<file path="src/idg_pkg.sv">
// Shared constants, types and carriers for the bus diagnostic block.
// Assumes an 8-bit register port with 12-bit addresses and one system clock.
package idg_pkg;

  // ****************************************
  // Register map
  // ****************************************
  localparam int ADDR_W = 12;
  localparam logic [11:0] OFS_BAUD_HIGH = 12'hF53;
  localparam logic [11:0] OFS_BAUD_LOW = 12'hF54;
  localparam logic [11:0] OFS_COUNTER_READBACK_SELECT_STATE = 12'hF55;
  localparam logic [11:0] OFS_COUNTER_READBACK_SELECT_CTRL = 12'hF56;

  // ****************************************
  // Reset values and field positions
  // ****************************************
  localparam logic [7:0] BAUD_HIGH_RST = 8'hFF;
  localparam logic [7:0] BAUD_LOW_RST = 8'hFF;
  localparam logic [7:0] COUNTER_READBACK_SELECT_CTRL_RST = 8'h00;
  localparam logic [7:0] READ_IDLE = 8'h00;
  localparam logic [15:0] COUNT_RST = 16'hFFFF;
  localparam logic [15:0] COUNT_LAST = 16'h0001;
  localparam logic LINE_RST = 1'b1;
  localparam int CTRL_SEL_BIT = 0;
  localparam int STATE_SCL_BIT = 7;
  localparam int STATE_SDA_BIT = 6;
  localparam int STATE_STOP_BIT = 5;
  localparam int STATE_CODE_LSB = 0;

  // ****************************************
  // Transfer state codes
  // ****************************************
  typedef enum logic [4:0] {
    XS_IDLE = 5'b0_0000, XS_START = 5'b0_0001, XS_D7 = 5'b0_0010, XS_D6 = 5'b0_0011,
    XS_D5 = 5'b0_0100, XS_D4 = 5'b0_0101, XS_D3 = 5'b0_0110, XS_D2 = 5'b0_0111,
    XS_D1 = 5'b0_1000, XS_D0 = 5'b0_1001, XS_DACK = 5'b0_1010, XS_DNACK = 5'b0_1011,
    XS_STOP_A = 5'b0_1100, XS_STOP_B = 5'b0_1101, XS_AACK = 5'b0_1110, XS_ALSB = 5'b0_1111,
    XS_F7 = 5'b1_0000, XS_F6 = 5'b1_0001, XS_F5 = 5'b1_0010, XS_F4 = 5'b1_0011,
    XS_F3 = 5'b1_0100, XS_F2 = 5'b1_0101, XS_F1 = 5'b1_0110, XS_F0 = 5'b1_0111,
    XS_FACK = 5'b1_1000, XS_S7 = 5'b1_1001, XS_S6 = 5'b1_1010, XS_S5 = 5'b1_1011,
    XS_S4 = 5'b1_1100, XS_S3 = 5'b1_1101, XS_S2 = 5'b1_1110, XS_S1 = 5'b1_1111
  } idg_xfer_state_t;

  // ****************************************
  // Carriers
  // ****************************************
  typedef struct packed {
    logic [11:0] addr;
    logic [7:0] wdata;
    logic wr;
    logic rd;
  } idg_bus_req_t;

  typedef struct packed {
    logic start;
    logic stop;
    logic ten_bit;
  } idg_cmd_t;

  typedef struct packed {
    logic clock_line_level;
    logic data_line_level;
  } idg_lines_t;

  // ****************************************
  // Module state records
  // ****************************************
  typedef struct packed {
    logic [7:0] reload_high_field;
    logic [7:0] reload_low_field;
    logic counter_readback_select;
    logic [7:0] rdata;
    idg_xfer_state_t transfer_state_code;
    logic stop_count_signal;
  } idg_top_state_t;

  typedef struct packed {
    logic [15:0] count;
  } idg_brg_state_t;

  typedef struct packed {
    logic [1:0] stage1;
    logic [1:0] stage2;
    logic [1:0] hist;
    logic [1:0] level;
  } idg_sync_state_t;

endpackage : idg_pkg

</file>
<file path="src/idg_top.sv">
// Diagnostic and observability logic of the serial bus master: baud registers,
// counter read-back select, diagnostic state register and the transfer sequencer.
// Assumes a single-cycle register port and line inputs asynchronous to clk_sys.
module idg_top (
  // Clock and reset
  input wire logic clk_sys,
  input wire logic resetn,
  // Register port
  input idg_pkg::idg_bus_req_t bus_req,
  output logic [7:0] bus_rdata,
  // Bus engine control
  input idg_pkg::idg_cmd_t cmd,
  input wire logic filter_en,
  // Serial line inputs
  input idg_pkg::idg_lines_t line_in,
  // Observation
  output idg_pkg::idg_xfer_state_t transfer_state_code,
  output logic stop_count_signal,
  output logic baud_tick
);

  idg_pkg::idg_top_state_t st_reg;
  idg_pkg::idg_top_state_t st_next;
  idg_pkg::idg_lines_t lines;
  logic [15:0] baud_reload_value;
  logic [15:0] baud_count;
  logic tick;
  logic nack;

  // ****************************************
  // Helper functions
  // ****************************************
  function automatic logic hits(input idg_pkg::idg_bus_req_t req, input logic [11:0] ofs);
    hits = (req.addr == ofs);
  endfunction : hits

  function automatic logic is_stop(input idg_pkg::idg_xfer_state_t s);
    is_stop = (s == idg_pkg::XS_STOP_A) || (s == idg_pkg::XS_STOP_B);
  endfunction : is_stop

  function automatic idg_pkg::idg_xfer_state_t step(
    input idg_pkg::idg_xfer_state_t s,
    input logic ten_bit,
    input logic stop_req,
    input logic not_ack
  );
    step = s;
    case (s)
      idg_pkg::XS_START: begin
        if (ten_bit) begin
          step = idg_pkg::XS_F7;
        end else begin
          step = idg_pkg::XS_S7;
        end
      end
      idg_pkg::XS_D7, idg_pkg::XS_D6, idg_pkg::XS_D5, idg_pkg::XS_D4,
      idg_pkg::XS_D3, idg_pkg::XS_D2, idg_pkg::XS_D1: begin
        step = idg_pkg::idg_xfer_state_t'(s + 5'h01);
      end
      idg_pkg::XS_D0: begin
        step = idg_pkg::XS_DACK;
      end
      idg_pkg::XS_DACK: begin
        if (not_ack) begin
          step = idg_pkg::XS_DNACK;
        end else if (stop_req) begin
          step = idg_pkg::XS_STOP_A;
        end else begin
          step = idg_pkg::XS_D7;
        end
      end
      idg_pkg::XS_DNACK: begin
        step = idg_pkg::XS_STOP_A;
      end
      idg_pkg::XS_STOP_A: begin
        step = idg_pkg::XS_STOP_B;
      end
      idg_pkg::XS_STOP_B: begin
        step = idg_pkg::XS_IDLE;
      end
      idg_pkg::XS_F7, idg_pkg::XS_F6, idg_pkg::XS_F5, idg_pkg::XS_F4,
      idg_pkg::XS_F3, idg_pkg::XS_F2, idg_pkg::XS_F1: begin
        step = idg_pkg::idg_xfer_state_t'(s + 5'h01);
      end
      idg_pkg::XS_F0: begin
        step = idg_pkg::XS_FACK;
      end
      idg_pkg::XS_FACK: begin
        if (not_ack) begin
          step = idg_pkg::XS_STOP_A;
        end else begin
          step = idg_pkg::XS_S7;
        end
      end
      idg_pkg::XS_S7, idg_pkg::XS_S6, idg_pkg::XS_S5, idg_pkg::XS_S4,
      idg_pkg::XS_S3, idg_pkg::XS_S2: begin
        step = idg_pkg::idg_xfer_state_t'(s + 5'h01);
      end
      idg_pkg::XS_S1: begin
        step = idg_pkg::XS_ALSB;
      end
      idg_pkg::XS_ALSB: begin
        step = idg_pkg::XS_AACK;
      end
      idg_pkg::XS_AACK: begin
        if (not_ack) begin
          step = idg_pkg::XS_STOP_A;
        end else begin
          step = idg_pkg::XS_D7;
        end
      end
      default: begin
        step = s;
      end
    endcase
  endfunction : step

  // ****************************************
  // Line synchroniser and baud counter
  // ****************************************
  idg_line_sync idg_line_sync_i (
    .clk_sys(clk_sys),
    .resetn(resetn),
    .filter_en(filter_en),
    .line_in(line_in),
    .line_out(lines)
  );

  assign baud_reload_value = {st_reg.reload_high_field, st_reg.reload_low_field};

  idg_baud_counter idg_baud_counter_i (
    .clk_sys(clk_sys),
    .resetn(resetn),
    .baud_reload_value(baud_reload_value),
    .count(baud_count),
    .tick(tick)
  );

  assign nack = lines.data_line_level;

  // ****************************************
  // Registers and sequencer
  // ****************************************
  always_comb begin
    st_next = st_reg;
    st_next.rdata = idg_pkg::READ_IDLE;
    if (bus_req.wr) begin
      if (hits(bus_req, idg_pkg::OFS_BAUD_HIGH)) begin
        st_next.reload_high_field = bus_req.wdata;
      end else if (hits(bus_req, idg_pkg::OFS_BAUD_LOW)) begin
        st_next.reload_low_field = bus_req.wdata;
      end else if (hits(bus_req, idg_pkg::OFS_COUNTER_READBACK_SELECT_CTRL)) begin
        st_next.counter_readback_select = bus_req.wdata[idg_pkg::CTRL_SEL_BIT];
      end
    end
    if (bus_req.rd) begin
      if (hits(bus_req, idg_pkg::OFS_BAUD_HIGH)) begin
        st_next.rdata = st_reg.counter_readback_select ? baud_count[15:8]
                                                       : st_reg.reload_high_field;
      end else if (hits(bus_req, idg_pkg::OFS_BAUD_LOW)) begin
        st_next.rdata = st_reg.counter_readback_select ? baud_count[7:0]
                                                       : st_reg.reload_low_field;
      end else if (hits(bus_req, idg_pkg::OFS_COUNTER_READBACK_SELECT_STATE)) begin
        st_next.rdata[idg_pkg::STATE_SCL_BIT] = lines.clock_line_level;
        st_next.rdata[idg_pkg::STATE_SDA_BIT] = lines.data_line_level;
        st_next.rdata[idg_pkg::STATE_STOP_BIT] = st_reg.stop_count_signal;
        st_next.rdata[idg_pkg::STATE_CODE_LSB +: 5] = st_reg.transfer_state_code;
      end else if (hits(bus_req, idg_pkg::OFS_COUNTER_READBACK_SELECT_CTRL)) begin
        st_next.rdata[idg_pkg::CTRL_SEL_BIT] = st_reg.counter_readback_select;
      end
    end
    if (st_reg.transfer_state_code == idg_pkg::XS_IDLE) begin
      if (cmd.start) begin
        st_next.transfer_state_code = idg_pkg::XS_START;
      end
    end else if (tick) begin
      st_next.transfer_state_code = step(st_reg.transfer_state_code, cmd.ten_bit, cmd.stop, nack);
    end
    st_next.stop_count_signal = is_stop(st_next.transfer_state_code);
  end

  always_ff @(posedge clk_sys or negedge resetn) begin
    if (!resetn) begin
      st_reg <= '{reload_high_field: idg_pkg::BAUD_HIGH_RST,
                  reload_low_field: idg_pkg::BAUD_LOW_RST,
                  counter_readback_select: idg_pkg::COUNTER_READBACK_SELECT_CTRL_RST[idg_pkg::CTRL_SEL_BIT],
                  rdata: idg_pkg::READ_IDLE,
                  transfer_state_code: idg_pkg::XS_IDLE,
                  stop_count_signal: 1'b0};
    end else begin
      st_reg <= st_next;
    end
  end

  assign bus_rdata = st_reg.rdata;
  assign transfer_state_code = st_reg.transfer_state_code;
  assign stop_count_signal = st_reg.stop_count_signal;
  assign baud_tick = tick;
endmodule : idg_top

</file>
<file path="src/idg_line_sync.sv">
// Two-flop synchroniser and optional glitch filter for the clock and data lines.
// Assumes line inputs idle high; filter enable is a quasi-static control level.
module idg_line_sync (
  // Clock and reset
  input wire logic clk_sys,
  input wire logic resetn,
  // Control
  input wire logic filter_en,
  // Lines
  input idg_pkg::idg_lines_t line_in,
  output idg_pkg::idg_lines_t line_out
);

  idg_pkg::idg_sync_state_t st_reg;
  idg_pkg::idg_sync_state_t st_next;
  logic [1:0] raw;

  assign raw = {line_in.clock_line_level, line_in.data_line_level};

  // ****************************************
  // Per-line sync and filter
  // ****************************************
  always_comb begin
    st_next = st_reg;
    st_next.stage1 = raw;
    st_next.stage2 = st_reg.stage1;
    st_next.hist = st_reg.stage2;
    for (int i = 0; i < 2; i++) begin
      if (!filter_en || (st_reg.stage2[i] == st_reg.hist[i])) begin
        st_next.level[i] = st_reg.stage2[i];
      end
    end
  end

  always_ff @(posedge clk_sys or negedge resetn) begin
    if (!resetn) begin
      st_reg <= {8{idg_pkg::LINE_RST}};
    end else begin
      st_reg <= st_next;
    end
  end

  assign line_out.clock_line_level = st_reg.level[1];
  assign line_out.data_line_level = st_reg.level[0];
endmodule : idg_line_sync

</file>
<file path="src/idg_baud_counter.sv">
// Down counter of the baud-rate generator, reloaded from the 16-bit reload value.
// Assumes the reload value is stable software state.
module idg_baud_counter (
  // Clock and reset
  input wire logic clk_sys,
  input wire logic resetn,
  // Reload and count
  input wire logic [15:0] baud_reload_value,
  output logic [15:0] count,
  output logic tick
);

  idg_pkg::idg_brg_state_t st_reg;
  idg_pkg::idg_brg_state_t st_next;

  // ****************************************
  // Count down to one, then reload
  // ****************************************
  assign tick = (st_reg.count <= idg_pkg::COUNT_LAST);

  always_comb begin
    st_next = st_reg;
    if (tick) begin
      st_next.count = baud_reload_value;
    end else begin
      st_next.count = st_reg.count - 16'h0001;
    end
  end

  always_ff @(posedge clk_sys or negedge resetn) begin
    if (!resetn) begin
      st_reg <= '{count: idg_pkg::COUNT_RST};
    end else begin
      st_reg <= st_next;
    end
  end

  assign count = st_reg.count;
endmodule : idg_baud_counter

</file>
<file path="config.mk">
export PLATFORM = sky130hd
export DESIGN_NAME = idg_top
export DESIGN_NICKNAME = d
export VERILOG_FILES = /design/src/idg_pkg.sv /design/src/idg_top.sv /design/src/idg_line_sync.sv /design/src/idg_baud_counter.sv
export SDC_FILE = /design/constraint.sdc
export NUM_CORES = 1
export LEC_CHECK = 0
export BUFFER_PORTS_ARGS = -buffer_cell sky130_fd_sc_hd__buf_4
export CAP_MARGIN = 20
export CORE_MARGIN = 4
export CORE_UTILIZATION = 45
export CTS_CLUSTER_DIAMETER = 80
export DETAILED_ROUTE_END_ITERATION = 10
export GPL_TIMING_DRIVEN = 0
export MAX_ROUTING_LAYER = met4
export PLACE_DENSITY = 0.66
export RECOVER_POWER = 25
export SYNTH_ARGS = -nofsm -noshare
export SYNTH_HDL_FRONTEND = slang
export SYNTH_SLANG_ARGS = --single-unit
</file>
<file path="constraint.sdc">
create_clock -name clk_sys -period 6.3 [get_ports clk_sys]
set_input_delay 0.315 -clock clk_sys [delete_from_list [all_inputs] [get_ports clk_sys]]
set_output_delay 0.315 -clock clk_sys [all_outputs]
set_load 0.03 [all_outputs]
</file>
==> results.cfg <==
[critical_path]
critical_path.cell_chain = buf_2 -> clkbuf_1 -> clkbuf_1 -> nand2_1 -> nor2_1 -> ha_1 -> nor3_1 -> nand4_2 -> and2_1 -> a21oi_2 -> nor4b_2
critPathMostFrequentCell = sky130_fd_sc_hd__clkbuf_1
buf_inv_on_cp = 3
worst_path_max_delay_cell = sky130_fd_sc_hd__dfrtp_1
crit_type = reg2reg
setup.worst_path.end_class = register
critical_path_peak_fanout = 10
critical_path.max_stage_delay_ps = 390
critical_path.top_delay_family = simple AND/OR/NAND/NOR gates
required_ps = 6530
data_arrival_critical_path_ps = 2950
timing.critical_path.from_type = register

[route]
post_drt_wl_per_cell_um = 15.68
initialDrtViolationCount = 163
wirelength_um = 7870
drt-pass1-iter-count = 4
post_drt_via_cell_ratio = 5.418
remaining_drc_errors = 0
antenna_left = 0
dr_total_vias = 2720

[yosys]
synthesis.instances = 351
netlist-cell-type-count = 50
yosys_register_bits = 55
yosysSeqAreaShare_pct = 42.11
synth_area_mm2 = 0.003387
post-synth-top-area-cell = sky130_fd_sc_hd__dfstp_2
synth-async-reset-ratio_pct = 100.0
synth-edff-count = 0
synth-warning-count = 0
ys_top_cells_by_area = sky130_fd_sc_hd__dfstp_2 (31%), sky130_fd_sc_hd__dfrtp_1 (11%), sky130_fd_sc_hd__mux2_2 (5.7%), sky130_fd_sc_hd__mux2i_1 (5.0%), sky130_fd_sc_hd__nor2_1 (4.7%)
synth_most_common_cell = sky130_fd_sc_hd__nor2_1
synth_largest_type_area_fraction_pct = 31.03
synth.avg_cell_area_um2 = 9.650
synth_common_cells = sky130_fd_sc_hd__nor2_1 (42), sky130_fd_sc_hd__dfstp_2 (40), sky130_fd_sc_hd__a21oi_1 (31)
synth.net_count = 389
synth_top_flop_cell = sky130_fd_sc_hd__dfstp_2

[power]
netSwitchingFraction_pct = 38.02
power_frac_clock_pct = 18.0
pwr-share-comb_pct = 34.1
ir_drop_worst_case_vdd_uv = 121.3
leakagePower_nw = 1.634
p_sw_mw = 0.4324
internal_power_mw = 0.7048
power.sequential.fraction_pct = 47.9
power_per_cell_area_mw_per_mm2 = 289.5

[floorplan]
floorplan.die.height_um = 94.76
pin_count = 45
core_region_area_mm2 = 0.007292
fp-row-count = 31
width_of_the_chip_um = 94.76
fp.dieArea_mm2 = 0.008979
initial_utilization_pct = 46.45

[clock_network]
cts.clk_slew.worst_paths_ps = 110
cts_made_buffers = 5
ctsResizeCount = 0
postCtsHoldBufs = 0
tritoncts_num_sinks = 55
postCtsSetupBuffers = 0
root_buffer = sky130_fd_sc_hd__clkbuf_8
cts_tree = built
htree_levels = 2
ctsLongestPathBuffers = 2
clk_latency_ps = 320

[sta]
hold_slack_ps = 92.33
worst_slack_ps = 3584
max_freq_mhz = 368.2
grt_setup_unrepaired = false
finalHoldViolCount = 0
fin_skew_ps = 10.48
timing.final.setup_violations = 0
finalSetupTns_ps = 0
layout_worst_path_cycle_share_pct = 43.11
worst_slew_pin_slew_ps = 2859
report.final.slew_viol_count = 56
maxSlewHeadroom_pct = -90.62
minimum_period_implied_by_the_final_worst_setup_slack_ps = 2716

[final_layout]
filler_cell_count = 702
area_growth_syn_to_layout_pct = 16.00
post_layout_nonfiller_instances = 502
design.final.nets = 440
insertedDiodeCount = 0
final_cell_utilization_of_the_core_pct = 53.88
layout-drive-gt1-share_pct = 34.74

[global_routing]
grt_start_max_net_pins = 56
antenna_found_initial = 0
global_route.overflow_total = 0
grt_pass1_vias = 2686
grt_util_all_layers_pct = 19.33
grt_first_pass_wirelength_um = 13210

[placement]
dp_hpwl_um = 5817
port_buffers = 44
globalplace.congestion = 0.9486
post-place-cells = 494
detailedPlace.worstSlack_ps = 3634

[outcome]
failed_checks = capacitance limit, slew limit
status = complete, but fails checks

[job]
max_cap_viol_count = 1

[min_path]
min-delay-path-class = in2reg
## worst reg2reg max path: stages, from the launching register on
cell	delay (ps)
sky130_fd_sc_hd__dfrtp_1	390
sky130_fd_sc_hd__buf_2	160
sky130_fd_sc_hd__clkbuf_1	200
sky130_fd_sc_hd__clkbuf_1	260
sky130_fd_sc_hd__nand2_1	140
sky130_fd_sc_hd__nor2_1	70
sky130_fd_sc_hd__ha_1	230
sky130_fd_sc_hd__nor3_1	330
sky130_fd_sc_hd__nand4_2	230
sky130_fd_sc_hd__and2_1	260
sky130_fd_sc_hd__a21oi_2	160
sky130_fd_sc_hd__nor4b_2	200
## layout by cell type (no fill, tap or decap), types with 9 or more instances in the layout
| master | netlist | final |
|---|---|---|
| sky130_fd_sc_hd__a21oi_1 | 31 | 31 |
| sky130_fd_sc_hd__and2_1 | 9 | 9 |
| sky130_fd_sc_hd__buf_4 | 13 | 54 |
| sky130_fd_sc_hd__clkbuf_1 | 12 | 13 |
| sky130_fd_sc_hd__dfrtp_1 | 15 | 15 |
| sky130_fd_sc_hd__dfstp_2 | 40 | 40 |
| sky130_fd_sc_hd__inv_1 | 9 | 9 |
| sky130_fd_sc_hd__mux2_2 | 17 | 17 |
| sky130_fd_sc_hd__mux2i_1 | 17 | 17 |
| sky130_fd_sc_hd__nand2_1 | 26 | 26 |
| sky130_fd_sc_hd__nand3_1 | 9 | 9 |
| sky130_fd_sc_hd__nor2_1 | 42 | 42 |
| sky130_fd_sc_hd__nor3_1 | 13 | 13 |
| sky130_fd_sc_hd__xnor2_1 | 9 | 9 |
## final cells by class
cell class	instances	area, µm²	share of cell area (%)
multi-input cells	258	1758	44.75
repair buffers	44	326.6	8.312
flip-flops and latches	55	1426	36.31
clock inverters	3	22.52	0.5732
inverters	9	33.78	0.8599
well taps	99	123.9	3.153
plain buffers	29	168.9	4.299
clock buffers	5	68.82	1.752
## routing by layer
layer | vias up | wire length [µm] | GRT usage (%)
li1 | 1315 | - | -
met5 | - | 0 | -
met3 | 13 | 432 | 2.709
met4 | 0 | 140 | 6.130
met1 | 1312 | 3566 | 25.93
met2 | 80 | 3731 | 30.30
## power by group through the flow
| stage | Combinational, mW | Sequential (mW) | Clock, mW |
|---|---|---|---|
| 2_1_floorplan | 0.297 | 0.523 | 0 |
| 3_3_place_gp | 0.375 | 0.545 | 0 |
| 3_5_place_dp | 0.383 | 0.549 | 0 |
| 4_1_cts | 0.386 | 0.545 | 0.210 |
| 5_1_grt | 0.430 | 0.559 | 0.223 |
| 6_report | 0.388 | 0.545 | 0.205 |
## metrics by stage
step	power, mW	area [µm²]
finish	1.137	3929
CTS	1.140	3933
detailed placement	0.9325	3841
global route	1.212	3929
floorplan	0.8192	3387
global placement	0.9200	3841
## logic make-up after synthesis
family / synth area share (%)
fa+ha+maj: 2.955
buf+inv: 5.984
mux: 11.08
flops: 42.11
compound gates: 12.08
simple gates: 22.16
xor+xnor: 3.620
## final timing paths
| check | from | slack (ps) | cells after the start | endpoint |
|---|---|---|---|---|
| min reg2reg | idg_line_sync_i.st_next[4] | 360 | 0 | idg_line_sync_i.st_next[2] |
| min in group asynchronous | resetn | 910 | 1 | transfer_state_code[1] |
| max reg2reg | transfer_state_code[2] | 3580 | 11 | stop_count_signal |
| min | line_in[1] | 90 | 1 | idg_line_sync_i.st_next[5] |
| max in group asynchronous | resetn | 3790 | 1 | st_reg[14] |
| max | transfer_state_code[2] | 3580 | 11 | stop_count_signal |
(Power assumes the default switching activity.)
